### config.mk
export PLATFORM = sky130hd
export DESIGN_NAME = tx_regs
export DESIGN_NICKNAME = d
export VERILOG_FILES = /design/src/tx_regs_pkg.sv /design/src/tx_regs.sv
export SDC_FILE = /design/constraint.sdc
export NUM_CORES = 1
export LEC_CHECK = 0
export BUFFER_PORTS_ARGS = -buffer_cell sky130_fd_sc_hd__clkbuf_2
export CAP_MARGIN = 30
export CORE_ASPECT_RATIO = 0.7
export CORE_UTILIZATION = 50
export DETAILED_ROUTE_END_ITERATION = 7
export PLACE_DENSITY_LB_ADDON = 0.2
export SLEW_MARGIN = 10
export SYNTH_ARGS = -nofsm -noshare
export SYNTH_HDL_FRONTEND = slang
export SYNTH_SLANG_ARGS = --single-unit
### constraint.sdc
create_clock -name clock -period 3.7 [get_ports clock]
set_clock_uncertainty 0.2 [all_clocks]
set_input_delay 0.74 -clock clock [delete_from_list [all_inputs] [get_ports clock]]
set_output_delay 0.74 -clock clock [all_outputs]
set_load 0.03 [all_outputs]
### src/tx_regs_pkg.sv
// Package for the transmit control register bank: offsets, field layouts, timing.
// Assumes a 25 MHz system clock and a plain strobe register port.
package tx_regs_pkg;
   // Register offsets (word index on the plain port)
   localparam logic [4:0] ADDR_TX_INPUT_OPTIONS  = 5'h15;
   localparam logic [4:0] ADDR_OUTPUT_OVERRIDE   = 5'h16;
   localparam logic [4:0] ADDR_TX_FREQUENCY_WORD = 5'h1A;
   localparam logic [4:0] ADDR_TX_POWER_REQUEST  = 5'h1C;
   localparam logic [4:0] ADDR_MEMORY_RELOAD     = 5'h1F;
   localparam logic [4:0] ADDR_STATUS            = 5'h00;

   // Field positions
   localparam int BLANK_SEL_LSB   = 7;
   localparam int CM_ADJUST_BIT   = 6;
   localparam int SAT_THRES_LSB   = 0;
   localparam int OVERRIDE_EN_BIT = 15;
   localparam int OUT_BITS_LSB    = 11;
   localparam int CONV_TWO_LSB    = 5;
   localparam int CONV_ONE_LSB    = 0;
   localparam int POWER_CODE_LSB  = 4;
   localparam int POWER_EN_BIT    = 0;
   localparam int RELOAD_BIT      = 4;

   // Reset values
   localparam logic [15:0] RESET_TX_INPUT_OPTIONS = 16'h001F;
   localparam logic [15:0] RESET_OUTPUT_OVERRIDE  = 16'h0000;
   localparam logic [15:0] RESET_TX_FREQUENCY     = 16'h0000;
   localparam logic [15:0] RESET_TX_POWER         = 16'h0000;

   // Blanking intervals and their cycle counts, rounded down
   localparam int CLOCK_HZ        = 25_000_000;
   localparam int BLANK_ONE_NS    = 230;
   localparam int BLANK_TWO_NS    = 540;
   localparam int BLANK_THREE_NS  = 850;
   localparam logic [7:0] BLANK_ONE_CYCLES   = 8'((BLANK_ONE_NS * (CLOCK_HZ / 1_000_000)) / 1000);
   localparam logic [7:0] BLANK_TWO_CYCLES   = 8'((BLANK_TWO_NS * (CLOCK_HZ / 1_000_000)) / 1000);
   localparam logic [7:0] BLANK_THREE_CYCLES =
      8'((BLANK_THREE_NS * (CLOCK_HZ / 1_000_000)) / 1000);

   // Nonvolatile reload sequence length in cycles
   localparam logic [7:0] RELOAD_CYCLES = 8'h20;
endpackage : tx_regs_pkg

### src/tx_regs.sv
// Transmit control register bank: stores the transmit path control words and drives
// the converter codes, general outputs, synthesizer word, power request and blanking.
// Assumes a single 25 MHz clock, synchronous active-high reset, and a register master
// on the same clock using one-cycle read and write strobes.
//
// Behaviour
// A gain change blanks the baseband input for the interval picked by the blanking field.
// Blanking code 0 means none, codes 1, 2, 3 give about 230, 540 and 850 ns.
// Software keeps the common-mode adjust bit at zero.
// Software sets the saturation threshold field to 0x1F.
// Override enable hands the second converter and all four outputs to the override fields.
// Each override output bit drives its own general output high, lowest bit to output one.
// The converter two override field sets that converter only while override is enabled.
// The low five bits of the override register set the first converter code.
// The sixteen-bit frequency word programs the transmit synthesizer.
// Software loads the channel frequency itself into the frequency word in high bands.
// The twelve-bit power field is the requested power in 1/32 dBm steps from -80 dBm.
// Software keeps requested power within -80 dBm to +10 dBm.
// Software rewrites the power field periodically or every 5 degree temperature step.
// With power bit 0 set, output power follows the requested power field.
// Writing one to bit 4 of the reload register starts a nonvolatile memory reload.
//
// Strobed register access was decided locally.
`timescale 1ns/1ns
module tx_regs (
   // Clock and reset
   input  wire logic        clock,
   input  wire logic        rst,
   // Register port
   input  wire logic [4:0]  addr,
   input  wire logic [15:0] write_data,
   input  wire logic        write_strobe,
   input  wire logic        read_strobe,
   output logic      [15:0] read_data,
   // Gain change event from the transmit gain logic
   input  wire logic        gain_change,
   // Automatic second converter code used when override is off
   input  wire logic [5:0]  converter_two_auto,
   // Automatic general output levels used when override is off
   input  wire logic [3:0]  general_outputs_auto,
   // Reload engine handshake
   input  wire logic        reload_done,
   // Outputs to the transmit path
   output logic             baseband_blank,
   output logic             common_mode_adjust,
   output logic      [5:0]  saturation_threshold,
   output logic      [4:0]  first_control_converter,
   output logic      [5:0]  second_control_converter,
   output logic             general_output_one,
   output logic             general_output_two,
   output logic             general_output_three,
   output logic             general_output_four,
   output logic      [15:0] tx_synth_word,
   output logic      [11:0] tx_power_code,
   output logic             tx_power_manual,
   output logic             reload_start,
   output logic             reload_busy
);

   typedef struct packed {
      logic [15:0] tx_input_options;
      logic [15:0] output_override_control;
      logic [15:0] tx_frequency_word;
      logic [15:0] tx_power_request;
      logic [7:0]  blank_count;
      logic        blank;
      logic [7:0]  reload_count;
      logic        reload_pulse;
      logic        busy;
      logic [15:0] rdata;
      logic [5:0]  conv_two;
      logic [3:0]  gpo;
   } state_t;

   state_t current;
   state_t next_state;

   logic [1:0] blank_sel;
   logic [7:0] blank_len;
   logic       override_en;

   assign blank_sel   = current.tx_input_options[tx_regs_pkg::BLANK_SEL_LSB +: 2];
   assign override_en = current.output_override_control[tx_regs_pkg::OVERRIDE_EN_BIT];

   always_comb begin
      unique case (blank_sel)
         2'h0: blank_len = 8'h00;
         2'h1: blank_len = tx_regs_pkg::BLANK_ONE_CYCLES;
         2'h2: blank_len = tx_regs_pkg::BLANK_TWO_CYCLES;
         2'h3: blank_len = tx_regs_pkg::BLANK_THREE_CYCLES;
      endcase
   end

   always_comb begin
      next_state = current;
      next_state.reload_pulse = 1'b0;
      next_state.rdata = 16'h0000;

      if (write_strobe) begin
         unique case (addr)
            tx_regs_pkg::ADDR_TX_INPUT_OPTIONS:  next_state.tx_input_options = write_data;
            tx_regs_pkg::ADDR_OUTPUT_OVERRIDE:   next_state.output_override_control = write_data;
            tx_regs_pkg::ADDR_TX_FREQUENCY_WORD: next_state.tx_frequency_word = write_data;
            tx_regs_pkg::ADDR_TX_POWER_REQUEST:  next_state.tx_power_request = write_data;
            tx_regs_pkg::ADDR_MEMORY_RELOAD: begin
               // A trigger while a reload runs is ignored rather than restarting it
               if (write_data[tx_regs_pkg::RELOAD_BIT] && !current.busy) begin
                  next_state.reload_pulse = 1'b1;
                  next_state.busy = 1'b1;
                  next_state.reload_count = tx_regs_pkg::RELOAD_CYCLES;
               end
            end
            default: ;
         endcase
      end

      // Busy ends on the engine's done or when the timeout count runs out
      if (current.busy && !current.reload_pulse) begin
         if (reload_done || current.reload_count == 8'h00) begin
            next_state.busy = 1'b0;
         end else begin
            next_state.reload_count = current.reload_count - 8'h01;
         end
      end

      // Blanking: a fresh gain change restarts the interval
      if (gain_change && blank_len != 8'h00) begin
         next_state.blank = 1'b1;
         next_state.blank_count = blank_len - 8'h01;
      end else if (current.blank) begin
         if (current.blank_count == 8'h00) begin
            next_state.blank = 1'b0;
         end else begin
            next_state.blank_count = current.blank_count - 8'h01;
         end
      end

      if (override_en) begin
         next_state.conv_two =
            current.output_override_control[tx_regs_pkg::CONV_TWO_LSB +: 6];
         next_state.gpo = current.output_override_control[tx_regs_pkg::OUT_BITS_LSB +: 4];
      end else begin
         next_state.conv_two = converter_two_auto;
         next_state.gpo = general_outputs_auto;
      end

      // Write-only registers read as zero; the status word shows busy and blanking
      if (read_strobe) begin
         unique case (addr)
            tx_regs_pkg::ADDR_TX_INPUT_OPTIONS: next_state.rdata = current.tx_input_options;
            tx_regs_pkg::ADDR_OUTPUT_OVERRIDE:  next_state.rdata = current.output_override_control;
            tx_regs_pkg::ADDR_STATUS:
               next_state.rdata = {14'h0000, current.blank, current.busy};
            default: next_state.rdata = 16'h0000;
         endcase
      end
   end

   always_ff @(posedge clock) begin
      if (rst) begin
         current <= '0;
         current.tx_input_options <= tx_regs_pkg::RESET_TX_INPUT_OPTIONS;
         current.output_override_control <= tx_regs_pkg::RESET_OUTPUT_OVERRIDE;
         current.tx_frequency_word <= tx_regs_pkg::RESET_TX_FREQUENCY;
         current.tx_power_request <= tx_regs_pkg::RESET_TX_POWER;
      end else begin
         current <= next_state;
      end
   end

   assign read_data                = current.rdata;
   assign baseband_blank           = current.blank;
   assign common_mode_adjust       = current.tx_input_options[tx_regs_pkg::CM_ADJUST_BIT];
   assign saturation_threshold     = current.tx_input_options[tx_regs_pkg::SAT_THRES_LSB +: 6];
   assign first_control_converter  =
      current.output_override_control[tx_regs_pkg::CONV_ONE_LSB +: 5];
   assign second_control_converter = current.conv_two;
   assign general_output_one       = current.gpo[0];
   assign general_output_two       = current.gpo[1];
   assign general_output_three     = current.gpo[2];
   assign general_output_four      = current.gpo[3];
   assign tx_synth_word            = current.tx_frequency_word;
   assign tx_power_code            = current.tx_power_request[tx_regs_pkg::POWER_CODE_LSB +: 12];
   assign tx_power_manual          = current.tx_power_request[tx_regs_pkg::POWER_EN_BIT];
   assign reload_start             = current.reload_pulse;
   assign reload_busy              = current.busy;

endmodule : tx_regs

==> results of run 1 <==
-- final cells by class --
type                    count  area [µm²]  share of cell area
inverters                  10        37.5             0.00741
well taps                 120         150              0.0296
flip-flops and latches    106        2120               0.419
clock buffers              10         239              0.0472
repair buffers            112         576               0.114
clock inverters             6        68.8              0.0136
multi-input cells         324        1870               0.370
-- sequential cells by signal, summed over array words and instances, names as in the netlist, 2 cells and up --
register,flops
current,34
blank_sel,2
tx_power_code,12
saturation_threshold,6
first_control_converter,5
read_data,16
tx_synth_word,16
second_control_converter,6
-- synth_stat cells (5+ instances only) --
library cell  number  area share
dfxtp_1          106        0.46
nand2_1           64       0.052
buf_4             61       0.099
nor2_1            53       0.043
a21oi_1           51       0.055
nand3_1           48       0.052
mux2i_1           29       0.063
clkbuf_1          18       0.015
a22oi_1           14       0.023
inv_1             10      0.0081
buf_2              8      0.0087
o21ai_0            6      0.0065
ha_1               5       0.014
-- critical path: stages, from the launching register on --
cell,delay [ps]
dfxtp_1,400
inv_1,110
ha_1,200
nor4b_2,190
a2111o_1,590
or3_2,500
o2111a_1,150
-- path summary, 6_finish.rpt --
path | endpoint | depth (start not counted)
min | tx_power_manual | 2
max | current[33] | 6
min reg2reg | tx_power_manual | 2
max reg2reg | current[33] | 6
-- kinds of logic after synthesis --
kind of cell    count (synthesis)  share of synthesized area
simple gates                  200                      0.202
flops                         106                      0.459
compound gates                 88                      0.123
xor+xnor                        2                    0.00379
mux                            29                     0.0628
fa+ha+maj                       5                     0.0135
buf+inv                       102                      0.136
-- through the flow --
stage / hold slack, ps / std cells
final: 254 / 688
after global routing: 283 / 688
after detailed placement: 249 / 672
after CTS: 258 / 688
after global placement: 241 / 672
after floorplan: 236 / 532
-- per-layer routing --
| layer | vias up | GRT usage |
|---|---|---|
| met5 | - | 0 |
| met4 | 0 | 0.0962 |
| met3 | 7 | 0.0664 |
| met2 | 121 | 0.371 |
| met1 | 1709 | 0.294 |
| li1 | 1824 | - |
-- power by group through the flow --
stage / sequential [mW] / clock, mW / combinational [mW]
after floorplan: 1.19 / 0 / 0.0708
after detailed placement: 1.18 / 0 / 0.118
after CTS: 1.16 / 1.01 / 0.118
final: 1.16 / 0.985 / 0.118
after global routing: 1.16 / 1.05 / 0.129
after global placement: 1.18 / 0 / 0.116
==> flow_metrics.py, run 1 <==
metrics = {
    "clock_network": {
        "ctsResizeCount": 0,
        "postCtsHoldBufs": 0,
        "cts.sinks": 106,
        "tritoncts": "done",
        "worstSkewPairLatency_ps": 340,
        "clock_path_buffers": 2,
        "cts_buffers": 9,
        "cts_setup_buffers": 0,
        "path_clk_slew_ps": 70,
        "h-tree-depth": 3,
        "cts_root_buf": "clkbuf_16",
    },
    "worst_setup_path": {
        "timing.rr.start": "current[28]",
        "cp-startpoint": "current[28]",
        "worst-path-max-fanout": 11,
        "rrSetupSlack_ps": 1240,
        "end_kind": "register",
        "required_ps": 3730,
        "cp-start-kind": "register",
        "critical_path_class": "reg -> reg",
        "cp.arrival_ps": 2490,
    },
    "power_and_ir_drop": {
        "p_comb_frac": 0.052,
        "clock_power_share": 0.436,
        "p_sw_frac": 0.232,
        "switchingPower_uw": 523,
        "p_leak_nw": 2.09,
        "max-vdd-ir-drop_mv": 0.238,
        "p_int_mw": 1.74,
        "seqPwrFrac": 0.512,
        "power_density_mw_per_mm2": 446,
        "p_total_mw": 2.26,
    },
    "logic_synthesis": {
        "synth_area_mm2": 0.00462,
        "yosys_warnings": 0,
        "synth-seq-cells": 106,
        "ys.flop_type": "dfxtp_1",
        "synth-edff-count": 0,
        "synth_cells": 532,
        "netlist-cell-type-count": 45,
        "synth_nets": 574,
        "async_flop_share": 0,
        "syn_avg_cell_area_um2": 8.69,
        "yosysSeqAreaShare": 0.459,
    },
    "detailed_routing": {
        "num_vias": 3661,
        "finalWirelength_um": 10300,
        "first_pass_iters": 4,
        "wl_met1_um": 4750,
        "dr_wl_met3_um": 705,
        "viasPerCell": 5.32,
        "drtIter0Drc": 210,
        "postRouteAntennaNets": 0,
        "drc": 0,
        "routedWlPerCell_um": 15.0,
        "dr.max_layer_used": "met4",
        "dr_wl_met2_um": 4780,
    },
    "global_route": {
        "overflow": 0,
        "grt_max_degree": 79,
        "grt_pass1_wl_um": 16600,
        "grt_use_total": 0.231,
        "antenna_found_initial": 0,
        "first_global_vias": 3512,
    },
    "placed_design": {
        "dpl-instance-area_mm2": 0.00476,
        "dp_slack_ps": 1050,
        "portBuffers": 106,
        "hpwlAfterDp_um": 7000,
        "gp_congestion": 0.829,
    },
    "run": {
        "max_cap_violations": 0,
    },
    "finish": {
        "drive_gt1_frac": 0.236,
        "area_delta_synth_final_pct": 9.55,
        "fin_util": 0.581,
        "final_cell_mix": "dfxtp_1, clkbuf_2, nand2_1",
        "design_area_mm2": 0.00507,
        "diodes": 0,
        "nets": 605,
        "fillers": 817,
    },
    "sta": {
        "period_needed_ps": 2460,
        "fin_tns_setup_ps": 0,
        "setup_viol": 0,
        "fin_crit_sh": 0.664,
        "hold_violations": 0,
        "slew_viol_final": 0,
        "slew_headroom": 0.470,
        "rsz0062_at_grt": "false",
        "clock.fmax_mhz": 407,
        "tightest_slew_ps": 795,
        "worst_slack_ps": 1240,
    },
    "die": {
        "core_area_mm2": 0.00872,
        "initial_utilization": 0.530,
        "ios": 107,
        "dieWidth_um": 117,
        "num_rows": 28,
        "die_y_um": 82.5,
        "design.die.area_mm2": 0.00964,
    },
    "hold_path": {
        "hp-class": "reg -> reg",
        "min_from": "tx_power_manual",
    },
    "run_status": {
        "status": "finished clean",
    },
}
(Power assumes the default switching activity.)
==> run 2, diff against run 1 <==
Settings changed: ABC_AREA set to 1.
Clock period 3.7 ns to 2.35 ns, I/O delays scaled along.
==> flow_metrics.py, run 2 <==
metrics = {
    "run_status": {
        "status": "finished clean",
    },
    "logic_synthesis": {
        "synth_nets": 677,
        "synth_cells": 635,
        "yosysSeqAreaShare": 0.451,
        "async_flop_share": 0,
        "yosys-top-cells-area": "dfxtp_1, buf_4, nand2_1",
        "synth-seq-cells": 106,
        "netlist-cell-type-count": 29,
        "synth_area_mm2": 0.00471,
        "yosys.cell_count.top_type": "dfxtp_1",
        "synth-edff-count": 0,
        "synth_top_area_frac": 0.451,
        "yosys_warnings": 0,
        "syn_avg_cell_area_um2": 7.42,
        "ys.flop_type": "dfxtp_1",
        "synthTopCellsByCount": "dfxtp_1, nand2_1, nor2_1",
        "yosys.area.top_type": "dfxtp_1",
    },
    "worst_setup_path": {
        "cp-start-kind": "register",
        "critical_path_class": "reg -> reg",
        "cp.arrival_ps": 1910,
        "rrSetupSlack_ps": 490,
        "end_kind": "register",
        "worst-path-max-fanout": 6,
        "required_ps": 2400,
    },
    "sta": {
        "slew_viol_final": 0,
        "setup_viol": 0,
        "rsz0062_at_grt": "false",
        "worst_slack_ps": 488,
        "period_needed_ps": 1860,
        "slew_headroom": 0.585,
        "fin_tns_setup_ps": 0,
        "tightest_slew_ps": 621,
        "hold_violations": 0,
        "clock.fmax_mhz": 537,
        "fin_crit_sh": 0.792,
    },
    "finish": {
        "fin_util": 0.568,
        "instances_no_fill": 801,
        "final_cell_mix": "dfxtp_1, clkbuf_2, nand2_1",
        "top_register": "current",
        "nets": 714,
        "largest_register_ffs": 34,
        "diodes": 0,
        "area_delta_synth_final_pct": 9.83,
        "drive_gt1_frac": 0.208,
    },
    "die": {
        "die_y_um": 83.2,
        "core_area_mm2": 0.00911,
        "num_rows": 29,
        "initial_utilization": 0.517,
        "ios": 107,
        "dieWidth_um": 118,
        "design.die.area_mm2": 0.00982,
    },
    "clock_network": {
        "clock_path_buffers": 2,
        "ctsResizeCount": 0,
        "worstSkewPairLatency_ps": 340,
        "tritoncts": "done",
        "cts_root_buf": "clkbuf_16",
        "h-tree-depth": 3,
        "cts_buffers": 9,
        "cts.sinks": 106,
        "postCtsHoldBufs": 0,
        "path_clk_slew_ps": 70,
        "cts_setup_buffers": 0,
    },
    "run": {
        "max_cap_violations": 0,
    },
    "power_and_ir_drop": {
        "max-vdd-ir-drop_mv": 0.398,
        "p_total_mw": 3.69,
        "power_density_mw_per_mm2": 714,
        "p_leak_nw": 2.34,
    },
    "global_route": {
        "first_global_vias": 3669,
        "grt_pass1_wl_um": 17800,
        "grt_max_degree": 38,
        "antenna_found_initial": 0,
        "grt_use_total": 0.233,
        "overflow": 0,
    },
    "hold_path": {
        "hp-class": "in -> reg",
    },
    "placed_design": {
        "portBuffers": 106,
        "dp_slack_ps": 421,
        "hpwlAfterDp_um": 7670,
        "gp_congestion": 0.836,
        "dp_cells": 785,
    },
    "detailed_routing": {
        "postRouteAntennaNets": 0,
        "viasPerCell": 4.99,
        "drtIter0Drc": 255,
        "drc": 0,
        "first_pass_iters": 5,
        "num_vias": 3998,
        "routedWlPerCell_um": 13.7,
        "finalWirelength_um": 11000,
    },
}
run 2: cell count changes in the layout (fill, tap and decap cells not counted), moves of 4 or more:
| cell | delta |
|---|---|
| nand2_2 | +4 |
| nor2b_1 | -4 |
| a22oi_1 | -14 |
| nor4_1 | -4 |
| nand2_1 | +36 |
| nand4_1 | +4 |
| mux2i_1 | -29 |
| o21ai_0 | +59 |
| inv_1 | +53 |
| or3_1 | -4 |
| nor2_1 | +36 |
| inv_2 | +4 |
| nand3_1 | -24 |
| a21oi_1 | +12 |
run 2: cell type report:
cell class	count	area (µm²)
well taps	124	155
multi-input cells	375	1740
fillers	897	3940
repair buffers	112	576
clock buffers	10	229
flip-flops and latches	106	2120
inverters	68	255
clock inverters	6	97.6
run 2: kinds of logic (layout without fill, tap and decap cells):
logic type | Yosys count | after routing | synth area share
flops | 106 | 106 | 0.451
compound gates | 135 | 135 | 0.146
buf+inv | 154 | 196 | 0.180
xor+xnor | 1 | 1 | 0.00186
fa+ha+maj | 5 | 5 | 0.0133
simple gates | 234 | 234 | 0.208
run 2: worst paths after layout:
check | start | end | cells past startpoint
worst min-delay path | converter_two_auto[5] | second_control_converter[5] | 3
worst max register to register | blank_sel[0] | current[41] | 8
worst min register to register | current[28] | current[28] | 1
worst max-delay path | blank_sel[0] | current[41] | 8
run 2: where the power goes:
part           switching (mW)  internal [mW]
clock                   0.688          0.950
combinational           0.158         0.0657
sequential             0.0115           1.82
run 2: routing by layer:
| layer | share of wire | vias to the layer above | global-route usage |
|---|---|---|---|
| met2 | 0.44 | 139 | 0.365 |
| met3 | 0.074 | 11 | 0.0680 |
| met1 | 0.47 | 1812 | 0.305 |
| li1 | - | 2036 | - |
| met4 | 0.014 | 0 | 0.0804 |
| met5 | 0 | - | 0 |
run 2: critical path: stages, from the launching register on:
cell	delay, ps
dfxtp_1	330
inv_1	80
ha_1	200
nor2_1	320
inv_1	150
nand2_1	130
nand2_1	160
nor2_1	140
nor2_1	50
run 2: through the flow:
stage / instance area [µm²] / hold slack (ps)
global route: 5170 / 193
detailed placement: 4850 / 225
floorplan: 4710 / 203
CTS: 5170 / 165
finish: 5170 / 173
global placement: 4850 / 214
